===== src/core/bfe_pkg.sv =====
package bfe_pkg;
  // ***********************************************************
  // Command and response codes
  // ***********************************************************
  localparam logic [7:0] CMD_ERASE_SEL  = 8'h48;
  localparam logic [7:0] CMD_BLK_ERASE  = 8'h58;
  localparam logic [7:0] CMD_MEM_READ   = 8'h52;
  localparam logic [7:0] CMD_SUM_BOOT   = 8'h4a;
  localparam logic [7:0] CMD_SUM_MAIN   = 8'h4b;
  localparam logic [7:0] CMD_BLANK_BOOT = 8'h4c;
  localparam logic [7:0] CMD_BLANK_MAIN = 8'h4d;
  localparam logic [7:0] CMD_STATE_INQ  = 8'h4f;
  localparam logic [7:0] RSP_ACK        = 8'h06;
  localparam logic [7:0] RSP_ERASE_SEL  = 8'hc8;
  localparam logic [7:0] RSP_BLK_ERASE  = 8'hd8;
  localparam logic [7:0] RSP_MEM_READ   = 8'hd2;
  localparam logic [7:0] RSP_BLANK_BOOT = 8'hcc;
  localparam logic [7:0] RSP_BLANK_MAIN = 8'hcd;
  localparam logic [7:0] RSP_SUM_BOOT   = 8'h5a;
  localparam logic [7:0] RSP_SUM_MAIN   = 8'h5b;
  localparam logic [7:0] RSP_STATE_INQ  = 8'h5f;
  // ***********************************************************
  // Frame layout
  // ***********************************************************
  localparam logic [7:0] LEN_BLK_ERASE  = 8'h01;
  localparam logic [7:0] LEN_MEM_READ   = 8'h09;
  localparam logic [7:0] LEN_SUM        = 8'h04;
  localparam logic [7:0] LEN_STATE      = 8'h02;
  localparam logic [7:0] BLK_STOP       = 8'hff;
  localparam logic [7:0] AREA_BOOT      = 8'h00;
  localparam logic [7:0] AREA_MAIN      = 8'h01;
  localparam logic [7:0] BLANK_BYTE     = 8'hff;
  // ***********************************************************
  // Error and status codes
  // ***********************************************************
  localparam logic [7:0] ERR_NONE       = 8'h00;
  localparam logic [7:0] ERR_SUM        = 8'h11;
  localparam logic [7:0] ERR_DEV_CODE   = 8'h21;
  localparam logic [7:0] ERR_BLOCK      = 8'h29;
  localparam logic [7:0] ERR_ADDR       = 8'h2a;
  localparam logic [7:0] ERR_SIZE       = 8'h2b;
  localparam logic [7:0] ERR_ERASE      = 8'h51;
  localparam logic [7:0] ERR_ERASE_INC  = 8'h52;
  localparam logic [7:0] ERR_SELECT     = 8'h54;
  localparam logic [7:0] ERR_COMMAND    = 8'h80;
  localparam logic [7:0] ERR_BITRATE    = 8'hff;
  localparam logic [7:0] ST_DEV_SEL     = 8'h11;
  localparam logic [7:0] ST_CLK_SEL     = 8'h12;
  localparam logic [7:0] ST_RATE_SEL    = 8'h13;
  localparam logic [7:0] ST_PE_TRANS    = 8'h1f;
  localparam logic [7:0] ST_PROG_ERASE  = 8'h31;
  localparam logic [7:0] ST_SEL_WAIT    = 8'h3f;
  localparam logic [7:0] ST_PROG_WAIT   = 8'h4f;
  localparam logic [7:0] ST_BLK_WAIT    = 8'h5f;
  localparam logic [7:0] ERRFLAG_OK     = 8'h00;
  localparam logic [7:0] ERRFLAG_SET    = 8'h01;
  // ***********************************************************
  // Flash geometry
  // ***********************************************************
  localparam logic [31:0] BOOT_BASE     = 32'h0000_0000;
  localparam logic [31:0] BOOT_SIZE     = 32'h0000_2000;
  localparam logic [31:0] MAIN_BASE     = 32'h0000_0000;
  localparam logic [31:0] MAIN_SIZE     = 32'h0008_0000;
  localparam logic [7:0]  NUM_BLOCKS    = 8'h0c;
  // ***********************************************************
  // Response tail kinds, buffer depth and sequencer states
  // ***********************************************************
  localparam logic [1:0] TAIL_NONE      = 2'h0;
  localparam logic [1:0] TAIL_SUM       = 2'h1;
  localparam logic [1:0] TAIL_DATA      = 2'h2;
  localparam int         BUF_DEPTH      = 5;
  typedef enum logic [3:0] {
    S_IDLE   = 4'h0,
    S_RXLEN  = 4'h1,
    S_RXBODY = 4'h3,
    S_EXEC   = 4'h2,
    S_LOAD   = 4'h6,
    S_ERASE  = 4'h7,
    S_SCAN   = 4'h5,
    S_SEND   = 4'h4,
    S_RDATA  = 4'hc,
    S_RSUM   = 4'hd
  } bfe_state_t;
endpackage


===== src/core/bfe_core.sv =====
`timescale 1ns/1ps
module bfe_core
  import bfe_pkg::*;
(
  input  wire logic        sys_clk,
  input  wire logic        rst_b,
  input  wire logic [7:0]  rx_data,
  input  wire logic        rx_valid,
  output logic             rx_ready_ff,
  output logic      [7:0]  tx_data_ff,
  output logic             tx_valid_ff,
  input  wire logic        tx_ready,
  output logic             mem_rd_ff,
  output logic             mem_area_ff,
  output logic      [31:0] mem_addr_ff,
  input  wire logic [7:0]  mem_rdata,
  input  wire logic        mem_rvalid,
  output logic             load_req_ff,
  input  wire logic        load_done,
  input  wire logic        load_fail,
  output logic             erase_req_ff,
  output logic      [7:0]  erase_blk_ff,
  input  wire logic        erase_done,
  input  wire logic        erase_fail
);
  // ***********************************************************
  // State
  // ***********************************************************
  bfe_state_t  state_ff, nxt_state;
  logic [7:0]  cmd_ff, nxt_cmd;
  logic [7:0]  len_ff, nxt_len;
  logic [7:0]  cnt_ff, nxt_cnt;
  logic [79:0] body_ff, nxt_body;
  logic [7:0]  buf_ff [BUF_DEPTH], nxt_buf [BUF_DEPTH];
  logic [2:0]  rlen_ff, nxt_rlen;
  logic [2:0]  idx_ff, nxt_idx;
  logic [1:0]  tail_ff, nxt_tail;
  logic [7:0]  txsum_ff, nxt_txsum;
  logic [31:0] rem_ff, nxt_rem;
  logic [31:0] acc_ff, nxt_acc;
  logic        blank_ff, nxt_blank;
  logic        scan_blank_ff, nxt_scan_blank;
  logic        wait_ff, nxt_wait;
  logic        erase_sel_ff, nxt_erase_sel;
  logic        err_ff, nxt_err;
  logic        nxt_rx_ready, nxt_tx_valid, nxt_mem_rd, nxt_area;
  logic        nxt_load_req, nxt_erase_req;
  logic [7:0]  nxt_tx_data, nxt_erase_blk;
  logic [31:0] nxt_addr;
  logic [7:0]  rx_sum;
  logic        take, sum_start, sum_add;
  logic [7:0]  f_area, f_blk;
  logic [31:0] f_addr, f_count, a_base, a_size;
  logic [32:0] f_end, a_end;

  assign take      = rx_valid && rx_ready_ff;
  assign sum_start = take && (state_ff == S_IDLE);
  assign sum_add   = take && (state_ff != S_IDLE);

  // ***********************************************************
  // Received frame fields
  // ***********************************************************
  // MSB-first field unpack
  assign f_area  = body_ff[79:72];
  assign f_addr  = body_ff[71:40];
  assign f_count = body_ff[39:8];
  assign f_blk   = body_ff[15:8];
  assign a_base  = (f_area == AREA_BOOT) ? BOOT_BASE : MAIN_BASE;
  assign a_size  = (f_area == AREA_BOOT) ? BOOT_SIZE : MAIN_SIZE;
  assign f_end   = {1'b0, f_addr} + {1'b0, f_count};
  assign a_end   = {1'b0, a_base} + {1'b0, a_size};

  // running sum of the received frame
  bfe_sum8 u_rx_sum (
    .sys_clk (sys_clk),
    .rst_b   (rst_b),
    .start   (sum_start),
    .add     (sum_add),
    .data    (rx_data),
    .sum_ff  (rx_sum)
  );

  // ***********************************************************
  // Sequencer next state
  // ***********************************************************
  always_comb begin
    nxt_state      = state_ff;
    nxt_cmd        = cmd_ff;
    nxt_len        = len_ff;
    nxt_cnt        = cnt_ff;
    nxt_body       = body_ff;
    nxt_buf        = buf_ff;
    nxt_rlen       = rlen_ff;
    nxt_idx        = idx_ff;
    nxt_tail       = tail_ff;
    nxt_txsum      = txsum_ff;
    nxt_rem        = rem_ff;
    nxt_acc        = acc_ff;
    nxt_blank      = blank_ff;
    nxt_scan_blank = scan_blank_ff;
    nxt_wait       = wait_ff;
    nxt_erase_sel  = erase_sel_ff;
    nxt_err        = err_ff;
    nxt_tx_data    = tx_data_ff;
    nxt_tx_valid   = tx_valid_ff;
    nxt_mem_rd     = 1'b0;
    nxt_area       = mem_area_ff;
    nxt_addr       = mem_addr_ff;
    nxt_load_req   = 1'b0;
    nxt_erase_req  = 1'b0;
    nxt_erase_blk  = erase_blk_ff;
    case (state_ff)
      S_IDLE: begin
        if (take) begin
          nxt_cmd = rx_data;
          // erase and read frames carry a length
          if (rx_data == CMD_BLK_ERASE || rx_data == CMD_MEM_READ) begin
            nxt_state = S_RXLEN;
          end else begin
            nxt_state = S_EXEC;
          end
        end
      end
      S_RXLEN: begin
        if (take) begin
          nxt_len   = rx_data;
          nxt_cnt   = 8'h00;
          nxt_state = S_RXBODY;
        end
      end
      S_RXBODY: begin
        // Shift keeps the last ten bytes; the final one is the checksum
        if (take) begin
          nxt_body = {body_ff[71:0], rx_data};
          nxt_cnt  = cnt_ff + 8'h01;
          if (cnt_ff == len_ff) begin
            nxt_state = S_EXEC;
          end
        end
      end
      S_EXEC: begin
        // Default answer is a two-byte error; branches override it
        nxt_state  = S_SEND;
        nxt_idx    = 3'h0;
        nxt_txsum  = 8'h00;
        nxt_tail   = TAIL_NONE;
        nxt_rlen   = 3'h2;
        nxt_buf[1] = ERR_SUM;
        case (cmd_ff)
          CMD_ERASE_SEL: begin
            nxt_load_req = 1'b1;
            nxt_state    = S_LOAD;
          end
          CMD_BLK_ERASE: begin
            nxt_buf[0] = RSP_BLK_ERASE;
            if (rx_sum != 8'h00) begin
              nxt_buf[1] = ERR_SUM;
            end else if (len_ff != LEN_BLK_ERASE || !erase_sel_ff) begin
              nxt_buf[1] = ERR_COMMAND;
            end else if (f_blk == BLK_STOP) begin
              nxt_erase_sel = 1'b0;
              nxt_buf[0]    = RSP_ACK;
              nxt_rlen      = 3'h1;
            end else if (f_blk >= NUM_BLOCKS) begin
              nxt_buf[1] = ERR_BLOCK;
            end else begin
              // erase acts on the main area only
              nxt_erase_req = 1'b1;
              nxt_erase_blk = f_blk;
              nxt_state     = S_ERASE;
            end
          end
          CMD_MEM_READ: begin
            nxt_buf[0] = RSP_MEM_READ;
            if (rx_sum != 8'h00) begin
              nxt_buf[1] = ERR_SUM;
            end else if (len_ff != LEN_MEM_READ) begin
              nxt_buf[1] = ERR_SIZE;
            end else if (f_area != AREA_BOOT && f_area != AREA_MAIN) begin
              nxt_buf[1] = ERR_ADDR;
            end else if (f_addr < a_base || {1'b0, f_addr} >= a_end) begin
              nxt_buf[1] = ERR_ADDR;
            end else if (f_end > a_end) begin
              nxt_buf[1] = ERR_SIZE;
            end else begin
              nxt_buf[0] = CMD_MEM_READ;
              nxt_buf[1] = f_count[31:24];
              nxt_buf[2] = f_count[23:16];
              nxt_buf[3] = f_count[15:8];
              nxt_buf[4] = f_count[7:0];
              nxt_rlen   = 3'h5;
              nxt_tail   = TAIL_DATA;
              nxt_area   = (f_area == AREA_MAIN);
              nxt_addr   = f_addr;
              nxt_rem    = f_count;
              nxt_wait   = 1'b0;
            end
          end
          CMD_SUM_BOOT, CMD_SUM_MAIN, CMD_BLANK_BOOT, CMD_BLANK_MAIN: begin
            // Low bit of the command picks boot (0) or main (1)
            nxt_area       = cmd_ff[0];
            nxt_addr       = cmd_ff[0] ? MAIN_BASE : BOOT_BASE;
            nxt_rem        = cmd_ff[0] ? MAIN_SIZE : BOOT_SIZE;
            nxt_acc        = 32'h0000_0000;
            nxt_blank      = 1'b1;
            nxt_scan_blank = (cmd_ff == CMD_BLANK_BOOT || cmd_ff == CMD_BLANK_MAIN);
            nxt_wait       = 1'b0;
            nxt_state      = S_SCAN;
          end
          CMD_STATE_INQ: begin
            nxt_buf[0] = RSP_STATE_INQ;
            nxt_buf[1] = LEN_STATE;
            nxt_buf[2] = erase_sel_ff ? ST_BLK_WAIT : ST_SEL_WAIT;
            nxt_buf[3] = err_ff ? ERRFLAG_SET : ERRFLAG_OK;
            nxt_rlen   = 3'h4;
            nxt_tail   = TAIL_SUM;
          end
          default: begin
            nxt_buf[0] = ERR_COMMAND;
            nxt_rlen   = 3'h1;
          end
        endcase
      end
      S_LOAD: begin
        nxt_state  = S_SEND;
        nxt_idx    = 3'h0;
        nxt_tail   = TAIL_NONE;
        if (load_done) begin
          nxt_erase_sel = 1'b1;
          nxt_buf[0]    = RSP_ACK;
          nxt_rlen      = 3'h1;
        end else if (load_fail) begin
          nxt_buf[0] = RSP_ERASE_SEL;
          nxt_buf[1] = ERR_SELECT;
          nxt_rlen   = 3'h2;
        end else begin
          nxt_state = S_LOAD;
        end
      end
      S_ERASE: begin
        nxt_state  = S_SEND;
        nxt_idx    = 3'h0;
        nxt_tail   = TAIL_NONE;
        if (erase_done) begin
          nxt_buf[0] = RSP_ACK;
          nxt_rlen   = 3'h1;
        end else if (erase_fail) begin
          nxt_buf[0] = RSP_BLK_ERASE;
          nxt_buf[1] = ERR_ERASE;
          nxt_rlen   = 3'h2;
        end else begin
          nxt_state = S_ERASE;
        end
      end
      S_SCAN: begin
        // One outstanding read at a time; flash latency is free
        if (rem_ff == 32'h0000_0000) begin
          nxt_state = S_SEND;
          nxt_idx   = 3'h0;
          nxt_txsum = 8'h00;
          if (scan_blank_ff) begin
            nxt_buf[0] = RSP_ACK;
            nxt_buf[1] = ERR_ERASE_INC;
            nxt_rlen   = 3'h1;
            nxt_tail   = TAIL_NONE;
            if (!blank_ff) begin
              nxt_buf[0] = mem_area_ff ? RSP_BLANK_MAIN : RSP_BLANK_BOOT;
              nxt_rlen   = 3'h2;
            end
          end else begin
            nxt_buf[0] = mem_area_ff ? RSP_SUM_MAIN : RSP_SUM_BOOT;
            nxt_buf[1] = LEN_SUM;
            nxt_buf[2] = acc_ff[31:24];
            nxt_buf[3] = acc_ff[23:16];
            nxt_buf[4] = acc_ff[15:8];
            nxt_rlen   = 3'h5;
            nxt_tail   = TAIL_SUM;
          end
        end else if (!wait_ff) begin
          nxt_mem_rd = 1'b1;
          nxt_wait   = 1'b1;
        end else if (mem_rvalid) begin
          nxt_acc   = acc_ff + {24'h00_0000, mem_rdata};
          nxt_blank = blank_ff && (mem_rdata == BLANK_BYTE);
          nxt_rem   = rem_ff - 32'h0000_0001;
          nxt_addr  = mem_addr_ff + 32'h0000_0001;
          nxt_wait  = 1'b0;
        end
      end
      S_SEND: begin
        // Fourth (low) sum byte cannot fit the buffer, so it rides as a send tail
        if (!tx_valid_ff) begin
          nxt_tx_data  = buf_ff[idx_ff];
          nxt_tx_valid = 1'b1;
          nxt_txsum    = txsum_ff + buf_ff[idx_ff];
          // Only plain replies can be errors; a sum tail byte may have bit 7 set
          if (tail_ff == TAIL_NONE && buf_ff[0] != RSP_ACK && buf_ff[0][7]) begin
            nxt_err = 1'b1;
          end
        end else if (tx_ready) begin
          nxt_tx_valid = 1'b0;
          nxt_idx      = idx_ff + 3'h1;
          if (idx_ff + 3'h1 == rlen_ff) begin
            if (tail_ff == TAIL_DATA) begin
              nxt_state = S_RDATA;
            end else if (tail_ff == TAIL_SUM) begin
              nxt_state = S_RSUM;
            end else begin
              nxt_state = S_IDLE;
            end
            if (tail_ff == TAIL_SUM && rlen_ff == 3'h5 && !scan_blank_ff) begin
              nxt_buf[0] = acc_ff[7:0];
              nxt_rlen   = 3'h1;
              nxt_idx    = 3'h0;
              nxt_tail   = TAIL_SUM;
              nxt_state  = S_SEND;
              nxt_acc    = 32'h0000_0000;
              nxt_scan_blank = 1'b1;
            end
          end
        end
      end
      S_RDATA: begin
        if (tx_valid_ff) begin
          if (tx_ready) begin
            nxt_tx_valid = 1'b0;
            nxt_wait     = 1'b0;
          end
        end else if (rem_ff == 32'h0000_0000) begin
          nxt_state = S_RSUM;
        end else if (!wait_ff) begin
          nxt_mem_rd = 1'b1;
          nxt_wait   = 1'b1;
        end else if (mem_rvalid) begin
          nxt_tx_data  = mem_rdata;
          nxt_tx_valid = 1'b1;
          nxt_txsum    = txsum_ff + mem_rdata;
          nxt_rem      = rem_ff - 32'h0000_0001;
          nxt_addr     = mem_addr_ff + 32'h0000_0001;
        end
      end
      S_RSUM: begin
        // closing byte makes the reply sum to zero
        if (!tx_valid_ff) begin
          nxt_tx_data  = 8'h00 - txsum_ff;
          nxt_tx_valid = 1'b1;
        end else if (tx_ready) begin
          nxt_tx_valid = 1'b0;
          nxt_state    = S_IDLE;
        end
      end
      default: begin
        nxt_state = S_IDLE;
      end
    endcase
    // accept bytes only while collecting a command
    nxt_rx_ready = (nxt_state == S_IDLE) || (nxt_state == S_RXLEN) ||
                   (nxt_state == S_RXBODY);
  end

  // ***********************************************************
  // Registers
  // ***********************************************************
  always_ff @(posedge sys_clk or negedge rst_b) begin
    if (!rst_b) begin
      state_ff      <= S_IDLE;
      cmd_ff        <= 8'h00;
      len_ff        <= 8'h00;
      cnt_ff        <= 8'h00;
      body_ff       <= '0;
      buf_ff        <= '{default: 8'h00};
      rlen_ff       <= 3'h0;
      idx_ff        <= 3'h0;
      tail_ff       <= TAIL_NONE;
      txsum_ff      <= 8'h00;
      rem_ff        <= 32'h0000_0000;
      acc_ff        <= 32'h0000_0000;
      blank_ff      <= 1'b1;
      scan_blank_ff <= 1'b0;
      wait_ff       <= 1'b0;
      erase_sel_ff  <= 1'b0;
      err_ff        <= 1'b0;
      rx_ready_ff   <= 1'b0;
      tx_data_ff    <= 8'h00;
      tx_valid_ff   <= 1'b0;
      mem_rd_ff     <= 1'b0;
      mem_area_ff   <= 1'b0;
      mem_addr_ff   <= 32'h0000_0000;
      load_req_ff   <= 1'b0;
      erase_req_ff  <= 1'b0;
      erase_blk_ff  <= 8'h00;
    end else begin
      state_ff      <= nxt_state;
      cmd_ff        <= nxt_cmd;
      len_ff        <= nxt_len;
      cnt_ff        <= nxt_cnt;
      body_ff       <= nxt_body;
      buf_ff        <= nxt_buf;
      rlen_ff       <= nxt_rlen;
      idx_ff        <= nxt_idx;
      tail_ff       <= nxt_tail;
      txsum_ff      <= nxt_txsum;
      rem_ff        <= nxt_rem;
      acc_ff        <= nxt_acc;
      blank_ff      <= nxt_blank;
      scan_blank_ff <= nxt_scan_blank;
      wait_ff       <= nxt_wait;
      erase_sel_ff  <= nxt_erase_sel;
      err_ff        <= nxt_err;
      rx_ready_ff   <= nxt_rx_ready;
      tx_data_ff    <= nxt_tx_data;
      tx_valid_ff   <= nxt_tx_valid;
      mem_rd_ff     <= nxt_mem_rd;
      mem_area_ff   <= nxt_area;
      mem_addr_ff   <= nxt_addr;
      load_req_ff   <= nxt_load_req;
      erase_req_ff  <= nxt_erase_req;
      erase_blk_ff  <= nxt_erase_blk;
    end
  end
endmodule // bfe_core


===== src/core/bfe_sum8.sv =====
`timescale 1ns/1ps
// ***********************************************************
// Running 8-bit sum of received frame bytes
// ***********************************************************
module bfe_sum8
  import bfe_pkg::*;
(
  input  wire logic       sys_clk,
  input  wire logic       rst_b,
  input  wire logic       start,
  input  wire logic       add,
  input  wire logic [7:0] data,
  output logic      [7:0] sum_ff
);
  logic [7:0] nxt_sum;

  // Start reloads with the first byte so no separate clear cycle is needed
  always_comb begin
    nxt_sum = sum_ff;
    if (start) begin
      nxt_sum = data;
    end else if (add) begin
      nxt_sum = sum_ff + data;
    end
  end

  always_ff @(posedge sys_clk or negedge rst_b) begin
    if (!rst_b) begin
      sum_ff <= 8'h00;
    end else begin
      sum_ff <= nxt_sum;
    end
  end
endmodule // bfe_sum8


===== config.mk =====
export PLATFORM = sky130hd
export DESIGN_NAME = bfe_core
export DESIGN_NICKNAME = d
export VERILOG_FILES = /design/src/core/bfe_pkg.sv /design/src/core/bfe_core.sv /design/src/core/bfe_sum8.sv
export SDC_FILE = /design/constraint.sdc
export NUM_CORES = 1
export LEC_CHECK = 0
export BUFFER_PORTS_ARGS = -buffer_cell sky130_fd_sc_hd__buf_2
export CAP_MARGIN = 10
export CORE_MARGIN = 2
export CORE_UTILIZATION = 55
export DETAILED_ROUTE_END_ITERATION = 16
export PLACE_DENSITY = 0.73
export SLEW_MARGIN = 20
export SYNTH_ARGS = -nofsm -noshare
export SYNTH_HDL_FRONTEND = slang
export SYNTH_SLANG_ARGS = --single-unit

===== constraint.sdc =====
create_clock -name sys_clk -period 11.1 [get_ports sys_clk]
set_input_delay 2.22 -clock sys_clk [delete_from_list [all_inputs] [get_ports sys_clk]]
set_output_delay 2.22 -clock sys_clk [all_outputs]
set_load 0.02 [all_outputs]

# [After elaboration in Yosys (flattened, before gate mapping)]
# Cells that the tools add are included.
[classes] add_sub_neg=10 n_lt_le_gt_ge=5 eq_ne=82 muxes=223 n_bitwise=6 n_reduce_logical=67
[op_table] operator="two-way mux 32 bit" count=26
[op_table] operator="two-way mux 8 bit" count=43
[op_table] operator="case mux 32 bit (3 select lines)" count=3
[op_table] operator="two-way mux 24 bit" count=6
[op_table] operator="case mux 32 bit (2 select lines)" count=2
[op_table] operator="case mux 8 bit (4 select lines)" count=3
[op_table] operator="== test 8 x 7 -> 1 bit (second input constant)" count=10
[op_table] operator="inequality test 2 bit (second input constant)" count=35
[op_table] operator="two-way mux 3 bit" count=20
[op_table] operator="two-way mux 4 bit" count=15
[op_table] operator="two-way mux 1 bit" count=51
[op_table] operator="two-way mux 16 bit" count=3
[op_table] operator="case mux 24 bit (2 select lines)" count=1
[op_table] operator="case mux 8 bit (3 select lines)" count=2
[op_table] operator="two-way mux 2 bit" count=23
[op_table] operator="two-way mux 20 bit" count=2
[op_table] operator="two-way mux 40 bit" count=1
[op_table] operator="case mux 4 bit (10 select lines)" count=1
[op_table] operator="case mux 8 bit (5 select lines)" count=1
[op_table] operator="AND reduction 9 bit" count=4
[op_table] operator="adder 32 x 32 -> 33 bit" count=1
[op_table] operator="greater-than comparator 33 x 20 -> 1 bit" count=1
[op_table] operator="adder 32 x 1 -> 32 bit (second input constant)" count=1
[op_table] operator="adder 32 x 8 -> 32 bit" count=1
[op_table] operator="65 further kinds" count=137
[totals] reg_bits=295 output_inout_bits=54 word_cells=424

# [Depth between registers and ports, before layout]
# Gate-level depths: netlist of the first run.
[depth] depth_word=11 ltp_mapped=22

# [Hierarchy]
# A second synthesis of the first run with hierarchy kept.
[unflattened] cells_unflattened=2176 hier_area_um2=19368.6
[modules_own_cells] module="bfe_core" instances=1 cells_each=2093 area_per_inst_um2=18662.9
[modules_own_cells] module="bfe_sum8" instances=1 cells_each=83 area_per_inst_um2=705.7

# [Worst setup path after synthesis of the first run]
# OpenSTA, ideal clock, no wires.
[synth_path] path_type="register to register" start="register body_ff[10]" end="register buf_ff[0] (netlist name)" setup_time_ps=127 arrival_ps=4548 path_slack_ps=6425 stages_incl_launch_ff=19 n_path_buf=1 path_cell_list="dfrtp_1 -> ha_1 -> o211ai_1 -> o21ai_0 -> or4b_2 -> nand2_1 -> xnor2_1 -> ha_1 -> nand2_1 -> nor4_1 -> o2111ai_1 -> or4_1 -> o41ai_2 -> a31oi_1 -> nor4_4 -> nand3b_2 -> o21ba_2 -> buf_6 -> mux2_1"
[synth_between] elab_chain_cells=4
[synth_lines] item="start: declaration" line_no="bfe_core.sv:33" rtl="logic [79:0] body_ff, nxt_body;"
[synth_lines] item="start signal: assignment" line_no="bfe_core.sv:397" rtl="body_ff <= nxt_body;"
[synth_lines] item="adder 32 x 32 -> 33 bit" line_no="bfe_core.sv:70" rtl="assign f_end = {1'b0, f_addr} + {1'b0, f_count};"
[synth_lines] item="greater-than comparator 33 x 20 -> 1 bit" line_no="bfe_core.sv:183" rtl="end else if (f_end > a_end) begin"
[synth_lines] item="inequality test 2 bit (no source line)"
[synth_lines] item="AND reduction 9 bit (no source line)"
[synth_lines] item="end signal: assignment" line_no="bfe_core.sv:398" rtl="buf_ff <= nxt_buf;"
[synth_lines] item="end: declaration" line_no="bfe_core.sv:34" rtl="logic [7:0] buf_ff [BUF_DEPTH], nxt_buf [BUF_DEPTH];"
# Every way passes these cells.
# A chain may end at the register's enable or synchronous reset.

# [Worst setup path in the final report of the first run]
[layout_path] start="register body_ff[10]" end="register mem_addr_ff[0]"
[layout_between] elab_chain_cells=4
[layout_lines] item="adder 32 x 32 -> 33 bit" line_no="bfe_core.sv:70"
[layout_lines] item="greater-than comparator 33 x 20 -> 1 bit" line_no="bfe_core.sv:183"
[layout_lines] item="inequality test 3 bit (no source line)"
[layout_lines] item="AND reduction 8 bit (no source line)"
[layout_lines] item="end signal: assignment" line_no="bfe_core.sv:415" rtl="mem_addr_ff <= nxt_addr;"
[layout_lines] item="end: declaration" line_no="bfe_core.sv:15" rtl="output logic [31:0] mem_addr_ff,"
# Every way passes these cells.

==> results of run 1 <==
==> kinds of logic (layout without fill, tap and decap cells) <==
family,after synthesis,in the layout
muxes,64,64
AOI/OAI and AO/OA,590,590
adders and majority gates,69,69
DFF,295,295
buffers and inverters,162,206
xor gates and xnor gates,82,82
and+or+nand+nor,893,893
==> flip-flops by register name (all words and copies together), names as in the netlist, 2 cells and up <==
signal,count
acc_ff,32
body_ff,80
buf_ff,40
cmd_ff,8
cnt_ff,8
erase_blk_ff,8
idx_ff,3
len_ff,8
mem_addr_ff,32
rem_ff,32
rlen_ff,3
state_ff,4
tail_ff,2
tx_data_ff,8
txsum_ff,8
u_rx_sum.sum_ff,8
==> cells in the mapped netlist (36+ instances only) <==
cell	n
xor2_1	39
nor3_1	69
o21ai_0	131
and3_1	36
nand2_1	431
dfrtp_1	294
clkbuf_1	101
nor2_1	143
ha_1	65
inv_1	39
xnor2_1	43
a21oi_1	151
a31oi_1	52
nand3_1	54
a21o_1	38
==> area by class of cell <==
| type | count | area [sq um] |
|---|---|---|
| fillers | 2867 | 12500 |
| multi-input cells | 1698 | 10300 |
| flip-flops and latches | 295 | 7380 |
| clock buffers | 48 | 1020 |
| repair buffers | 104 | 608 |
| well taps | 442 | 553 |
| inverters | 40 | 150 |
| clock inverters | 14 | 126 |
==> power groups by stage <==
| stage | clock [W] | combinational (W) | sequential, W |
|---|---|---|---|
| after floorplan | 0 | 0.00131 | 0.00152 |
| after global routing | 0.00120 | 0.00206 | 0.00159 |
| after detailed placement | 0 | 0.00184 | 0.00157 |
| after CTS | 0.00116 | 0.00185 | 0.00155 |
| after global placement | 0 | 0.00181 | 0.00155 |
| final | 0.00116 | 0.00188 | 0.00156 |
==> layer usage <==
layer | global-route usage | wire, microns
met4 | 0.132 | 2410
met5 | 0 | 26
met2 | 0.506 | 25900
met3 | 0.0841 | 6030
met1 | 0.477 | 25100
==> worst max-delay path by stage <==
stage                startpoint              to
finish              body_ff[10]  mem_addr_ff[0]
global route        body_ff[10]  mem_addr_ff[0]
CTS                 body_ff[10]  mem_addr_ff[0]
detailed placement  body_ff[10]  mem_addr_ff[0]
global placement    body_ff[11]  mem_addr_ff[0]
floorplan           body_ff[10]       buf_ff[0]
==> worst max-delay path, cell delays in order (launching register included) <==
cell and delay (ns):
dfrtp_1 0.47, ha_1 0.41, o211ai_1 0.13, o21ai_0 0.43, or4b_2 0.67, nand2_1 0.12, xnor2_1 0.07, ha_1 0.29
nand2_1 0.07, nor4_1 0.32, o2111ai_1 0.15, or4_1 0.43, o41ai_2 0.34, a31oi_1 0.18, nor4_4 0.40, a21boi_4 0.09
buf_4 0.35, or2_1 0.74, o31ai_1 0.43
==> per-stage QoR <==
step                      worst slack [ns]  cell area (sq um)  instances
after floorplan                       6.43              18300       2155
after global placement                5.28              19000       2579
after detailed placement              4.96              19000       2579
after CTS                             4.93              20200       2641
after global routing                  4.56              20200       2641
final                                 4.82              20200       2641
==> flow_summary.ini, run 1 <==
[clock_tree]
root_buffer = clkbuf_16
insertion_delay_ns = 0.52
postCtsSetupRepairBufs = 0
clk_pin_slew_ns = 0.06
cts_resized = 0
h-tree-depth = 2
cts_max_path_buffers = 3
cts_buffers = 35
clkSinkCount = 295
cts_tree = done
cts-hold-fix-buffers = 0

[sta]
clock_skew_ns = 0.0118
fmax_mhz = 159
worst_slew_pin_slew_ns = 1.10
setup_viol = 0
setup_tns_ns = 0
fin_crit_sh = 0.565
fin_crit_ns = 6.28
finalHoldViolCount = 0
drv_slew = 0
fin_hold_ws_ns = 0.473
relSlewSlack = 0.267
rsz0062_at_grt = no

[setup_path]
critPathCaptureType = register
rrSetupSlack_ns = 4.82
r2r_cells = 18
r2r_end = mem_addr_ff[0]
rr_startpoint = body_ff[10]
crit_fanout = 69
critPathRequiredTime_ns = 11.51
critPathArrivalTime_ns = 6.68
critPathLaunchType = register
worstSetupPathType = reg2reg

[final_layout]
syn2layout_area_growth_pct = 10.2
drive_gt1_frac = 0.102
final_nets = 2268
layout.cells.most_common = nand2_1
n_antenna_cell = 0
layout_common_cells = nand2_1, dfrtp_1, a21oi_1
finish.utilization = 0.618

[yosys]
synth-edff-count = 0
yosysUniqueCellTypes = 79
synth_top_family_by_area = simple AND/OR/NAND/NOR gates
syn-num-nets = 2249
synth_mux_area_frac = 0.0438
yosys.area.top_type = dfrtp_1
synth-compound-area-share = 0.206
yosys.area_share.simple = 0.224
avgSynthCellArea_sq_um = 8.49
yosysSeqAreaShare = 0.404
synthFlopType = dfrtp_1
ys_ff_latch = 295
yosysWarnings = 0
synth_xor_area_frac = 0.0393
synthesis.area_sq_mm = 0.0183
synthArstFlopShare = 1.00
synth_fa_ha_area_frac = 0.0488
synth_top_area_frac = 0.402
synthCells = 2155
synth.area.top_cells = dfrtp_1, nand2_1, ha_1

[power_and_ir_drop]
power_w = 0.00460
powerDensity_mw_per_mm2 = 228
swShare = 0.419
clkPwrFrac = 0.252
p_leak_nw = 9.59
internal-power_w = 0.00267
pwr-share-comb = 0.409
p_switching_w = 0.00193
peakVddDrop_mv = 0.132
seq_power_share = 0.339

[worst_hold_path]
hold_path_end = body_ff[12]
whs_path_depth = 2
min_path_type = reg2reg
worstHoldStart = body_ff[4]

[die]
fp-row-count = 66
dieArea_sq_mm = 0.0347
fp.coreArea_sq_mm = 0.0326
die_x_microns = 186
pin_count = 79
dieHeight_microns = 186
start_util = 0.561

[grt]
grt_pass1_wl_microns = 93800
overflow = 0
grt_max_degree = 179
grt_antenna_before_repair = 2
grt_pass1_vias = 16400
grt_use_total = 0.339

[detailed_routing]
drtAntennaViolNets = 0
wl_microns = 59500
drt_first_pass_iters = 6
vias = 17300
viasPerCell = 6.53
drt_iter0_drc = 1944
drcViolationCount = 0
routedWlPerCell_microns = 22.5

[placed_design]
dp_hpwl_microns = 42200
place_congestion = 0.932
io_buffers = 78

[run]
maxCapViolations = 0

[status]
status = finished, final reports clean
Note: power is estimated with default switching activity, not from simulation.
==> run 2: changes to the inputs <==
- PLACE_DENSITY: 0.73 -> 0.76
- clock period: 11.1 -> 5.03 ns (I/O delays scaled with it)
==> run 2 against run 1 <==
Effect of this change:
- final cell count is 2.3% higher
- critical path depth is 1 lower
- sequential power is 120% higher
- utilization is 2.4 points higher
- non-clock buffer count is 60 higher
- first-iteration DRC count is 6.9% higher
- register-to-register slack worse by 4.6 ns
- wire length is 3.5% higher
- hold slack worse by 0.042 ns
- die area stayed put
- critical path type unchanged
- largest cell class unchanged
==> flow_summary.ini, run 2 (synthesis results as in run 1) <==
[status]
status = finished, final reports clean

[sta]
relSlewSlack = 0.267
setup_ws_ns = 0.213
setup_viol = 0
clock_skew_ns = 0.0130
fin_crit_sh = 0.958
setup_tns_ns = 0
fin_crit_ns = 4.82
finalHoldViolCount = 0
drv_slew = 0
fmax_mhz = 208
worst_slew_pin_slew_ns = 1.10

[clock_tree]
clk_pin_slew_ns = 0.06
cts_tree = done
h-tree-depth = 2
cts-hold-fix-buffers = 0
insertion_delay_ns = 0.52
cts_max_path_buffers = 3
root_buffer = clkbuf_16
clkSinkCount = 295
cts_buffers = 35

[grt]
grt_antenna_before_repair = 0
grt_pass1_vias = 17000
grt_use_total = 0.344
grt_max_degree = 134
busiest_layer = met2
overflow = 0
met2_usage = 0.540
gr-usage-met3 = 0.0617
grt_pass1_wl_microns = 95500
grt_util_met1 = 0.461

[setup_path]
critPathLaunchType = register
critPathRequiredTime_ns = 5.43
crit_fanout = 8
r2r_end = buf_ff[19]
critPathArrivalTime_ns = 5.22
worstSetupPathType = reg2reg
worstPathCellList = ha_1 -> nand4_1 -> or4b_4 -> nand2_1 -> xnor2_1 -> ha_1 -> nand2_1 -> nor4_2 -> o2111ai_1 -> or4_1 -> o41ai_2 -> a31oi_1 -> nor4_4 -> buf_6 -> a21boi_4 -> o21bai_4 -> mux2_1
critPathCaptureType = register
rrSetupSlack_ns = 0.21
rr_startpoint = body_ff[18]
critPathLaunch = body_ff[18]
endpoint = buf_ff[19]
cp_slowest_cell = or4b_4
crit_path_max_incr_delay_ns = 0.55
r2r_cells = 17

[final_layout]
syn2layout_area_growth_pct = 14.4
layout.cells.most_common = nand2_1
top_regs = body_ff: 80 flops, buf_ff: 40 flops
finalInstanceArea_sq_mm = 0.0209
largest_register_ffs = 80
n_antenna_cell = 0
drive_gt1_frac = 0.136
finish.utilization = 0.642
top_register = body_ff
final_nets = 2329
layout_common_cells = nand2_1, dfrtp_1, a21oi_1

[placed_design]
place_area_sq_mm = 0.0195
pre_cts_ws_ns = -0.0490
place_congestion = 0.977
dp_hpwl_microns = 42600
io_buffers = 78

[power_and_ir_drop]
peakVddDrop_mv = 0.309
powerDensity_mw_per_mm2 = 498
p_leak_nw = 9.97

[detailed_routing]
drcViolationCount = 0
routedWlPerCell_microns = 22.8
drtAntennaViolNets = 0
vias = 17800
viasPerCell = 6.60
drt_first_pass_iters = 8
wl_microns = 61500
drt_iter0_drc = 2078

[run]
maxCapViolations = 0

[die]
pin_count = 79
fp.coreArea_sq_mm = 0.0326
start_util = 0.561
dieArea_sq_mm = 0.0347
dieHeight_microns = 186
die_x_microns = 186
fp-row-count = 66

[worst_hold_path]
min_path_type = in2async
run 2: changes by cell type in the layout (fill, tap and decap cells not counted), moves of 3 or more:
cell      previous run  this run
ha_4                 0         3
ha_1                65        60
clkbuf_8             5        11
nor3_1              69        65
nor3_2               0         4
buf_4               25        77
buf_12               1         4
clkinv_2            10         5
run 2: timing repair:
action	CTS	global route
setup buffers	1	2
gates cloned	0	3
pin swaps	1	4
gates resized for setup	0	29
setup endpoints to repair	32	101
run 2: how the worst min path moves through the flow:
stage	slack, ns	depth (start not counted)	endpoint	from
after CTS	0.48	2	body_ff[7]	body_ff[7]
final	0.43	1	acc_ff[12]	rst_b
after global placement	0.45	2	body_ff[15]	body_ff[7]
after detailed placement	0.46	2	body_ff[9]	body_ff[1]
after floorplan	0.44	1	err_ff	err_ff
after global routing	0.47	1	acc_ff[12]	rst_b
run 2: metrics by stage:
stage | total power (W) | cells | hold WS, ns
global route | 0.0110 | 2702 | 0.475
global placement | 0.00746 | 2633 | 0.452
finish | 0.0104 | 2702 | 0.431
floorplan | 0.00624 | 2155 | 0.436
CTS | 0.0103 | 2696 | 0.476
detailed placement | 0.00759 | 2633 | 0.459
run 2: metal layers:
metal / up-vias / wire [microns] / share of wire
met3: 256 / 6010 / 0.098
met2: 1031 / 27900 / 0.45
li1: 7953 / - / -
met5: - / 0 / 0
met1: 8584 / 24100 / 0.39
met4: 0 / 3550 / 0.058
run 2: critical path, delay by kind of cell, from the launching register on:
| kind | cells | cell delay, ns |
|---|---|---|
| xor+xnor | 1 | 0.07 |
| buf+inv | 1 | 0.18 |
| fa+ha+maj | 2 | 0.67 |
| mux | 1 | 0.37 |
| compound gates | 5 | 1.06 |
| simple gates | 7 | 1.85 |
| flops | 1 | 0.48 |
run 2: cell type report:
type | instances | area [sq um]
well taps | 442 | 553
multi-input cells | 1699 | 10500
repair buffers | 164 | 1160
inverters | 40 | 150
clock buffers | 52 | 1090
fillers | 2694 | 11700
clock inverters | 10 | 131
flip-flops and latches | 295 | 7380
run 2: report_power, final:
group          switching [W]  internal (W)  leakage, nW
logic                0.00270       0.00165         5.43
registers           0.000553       0.00285         3.93
clock network        0.00103       0.00166        0.606
total                0.00428       0.00615         9.97
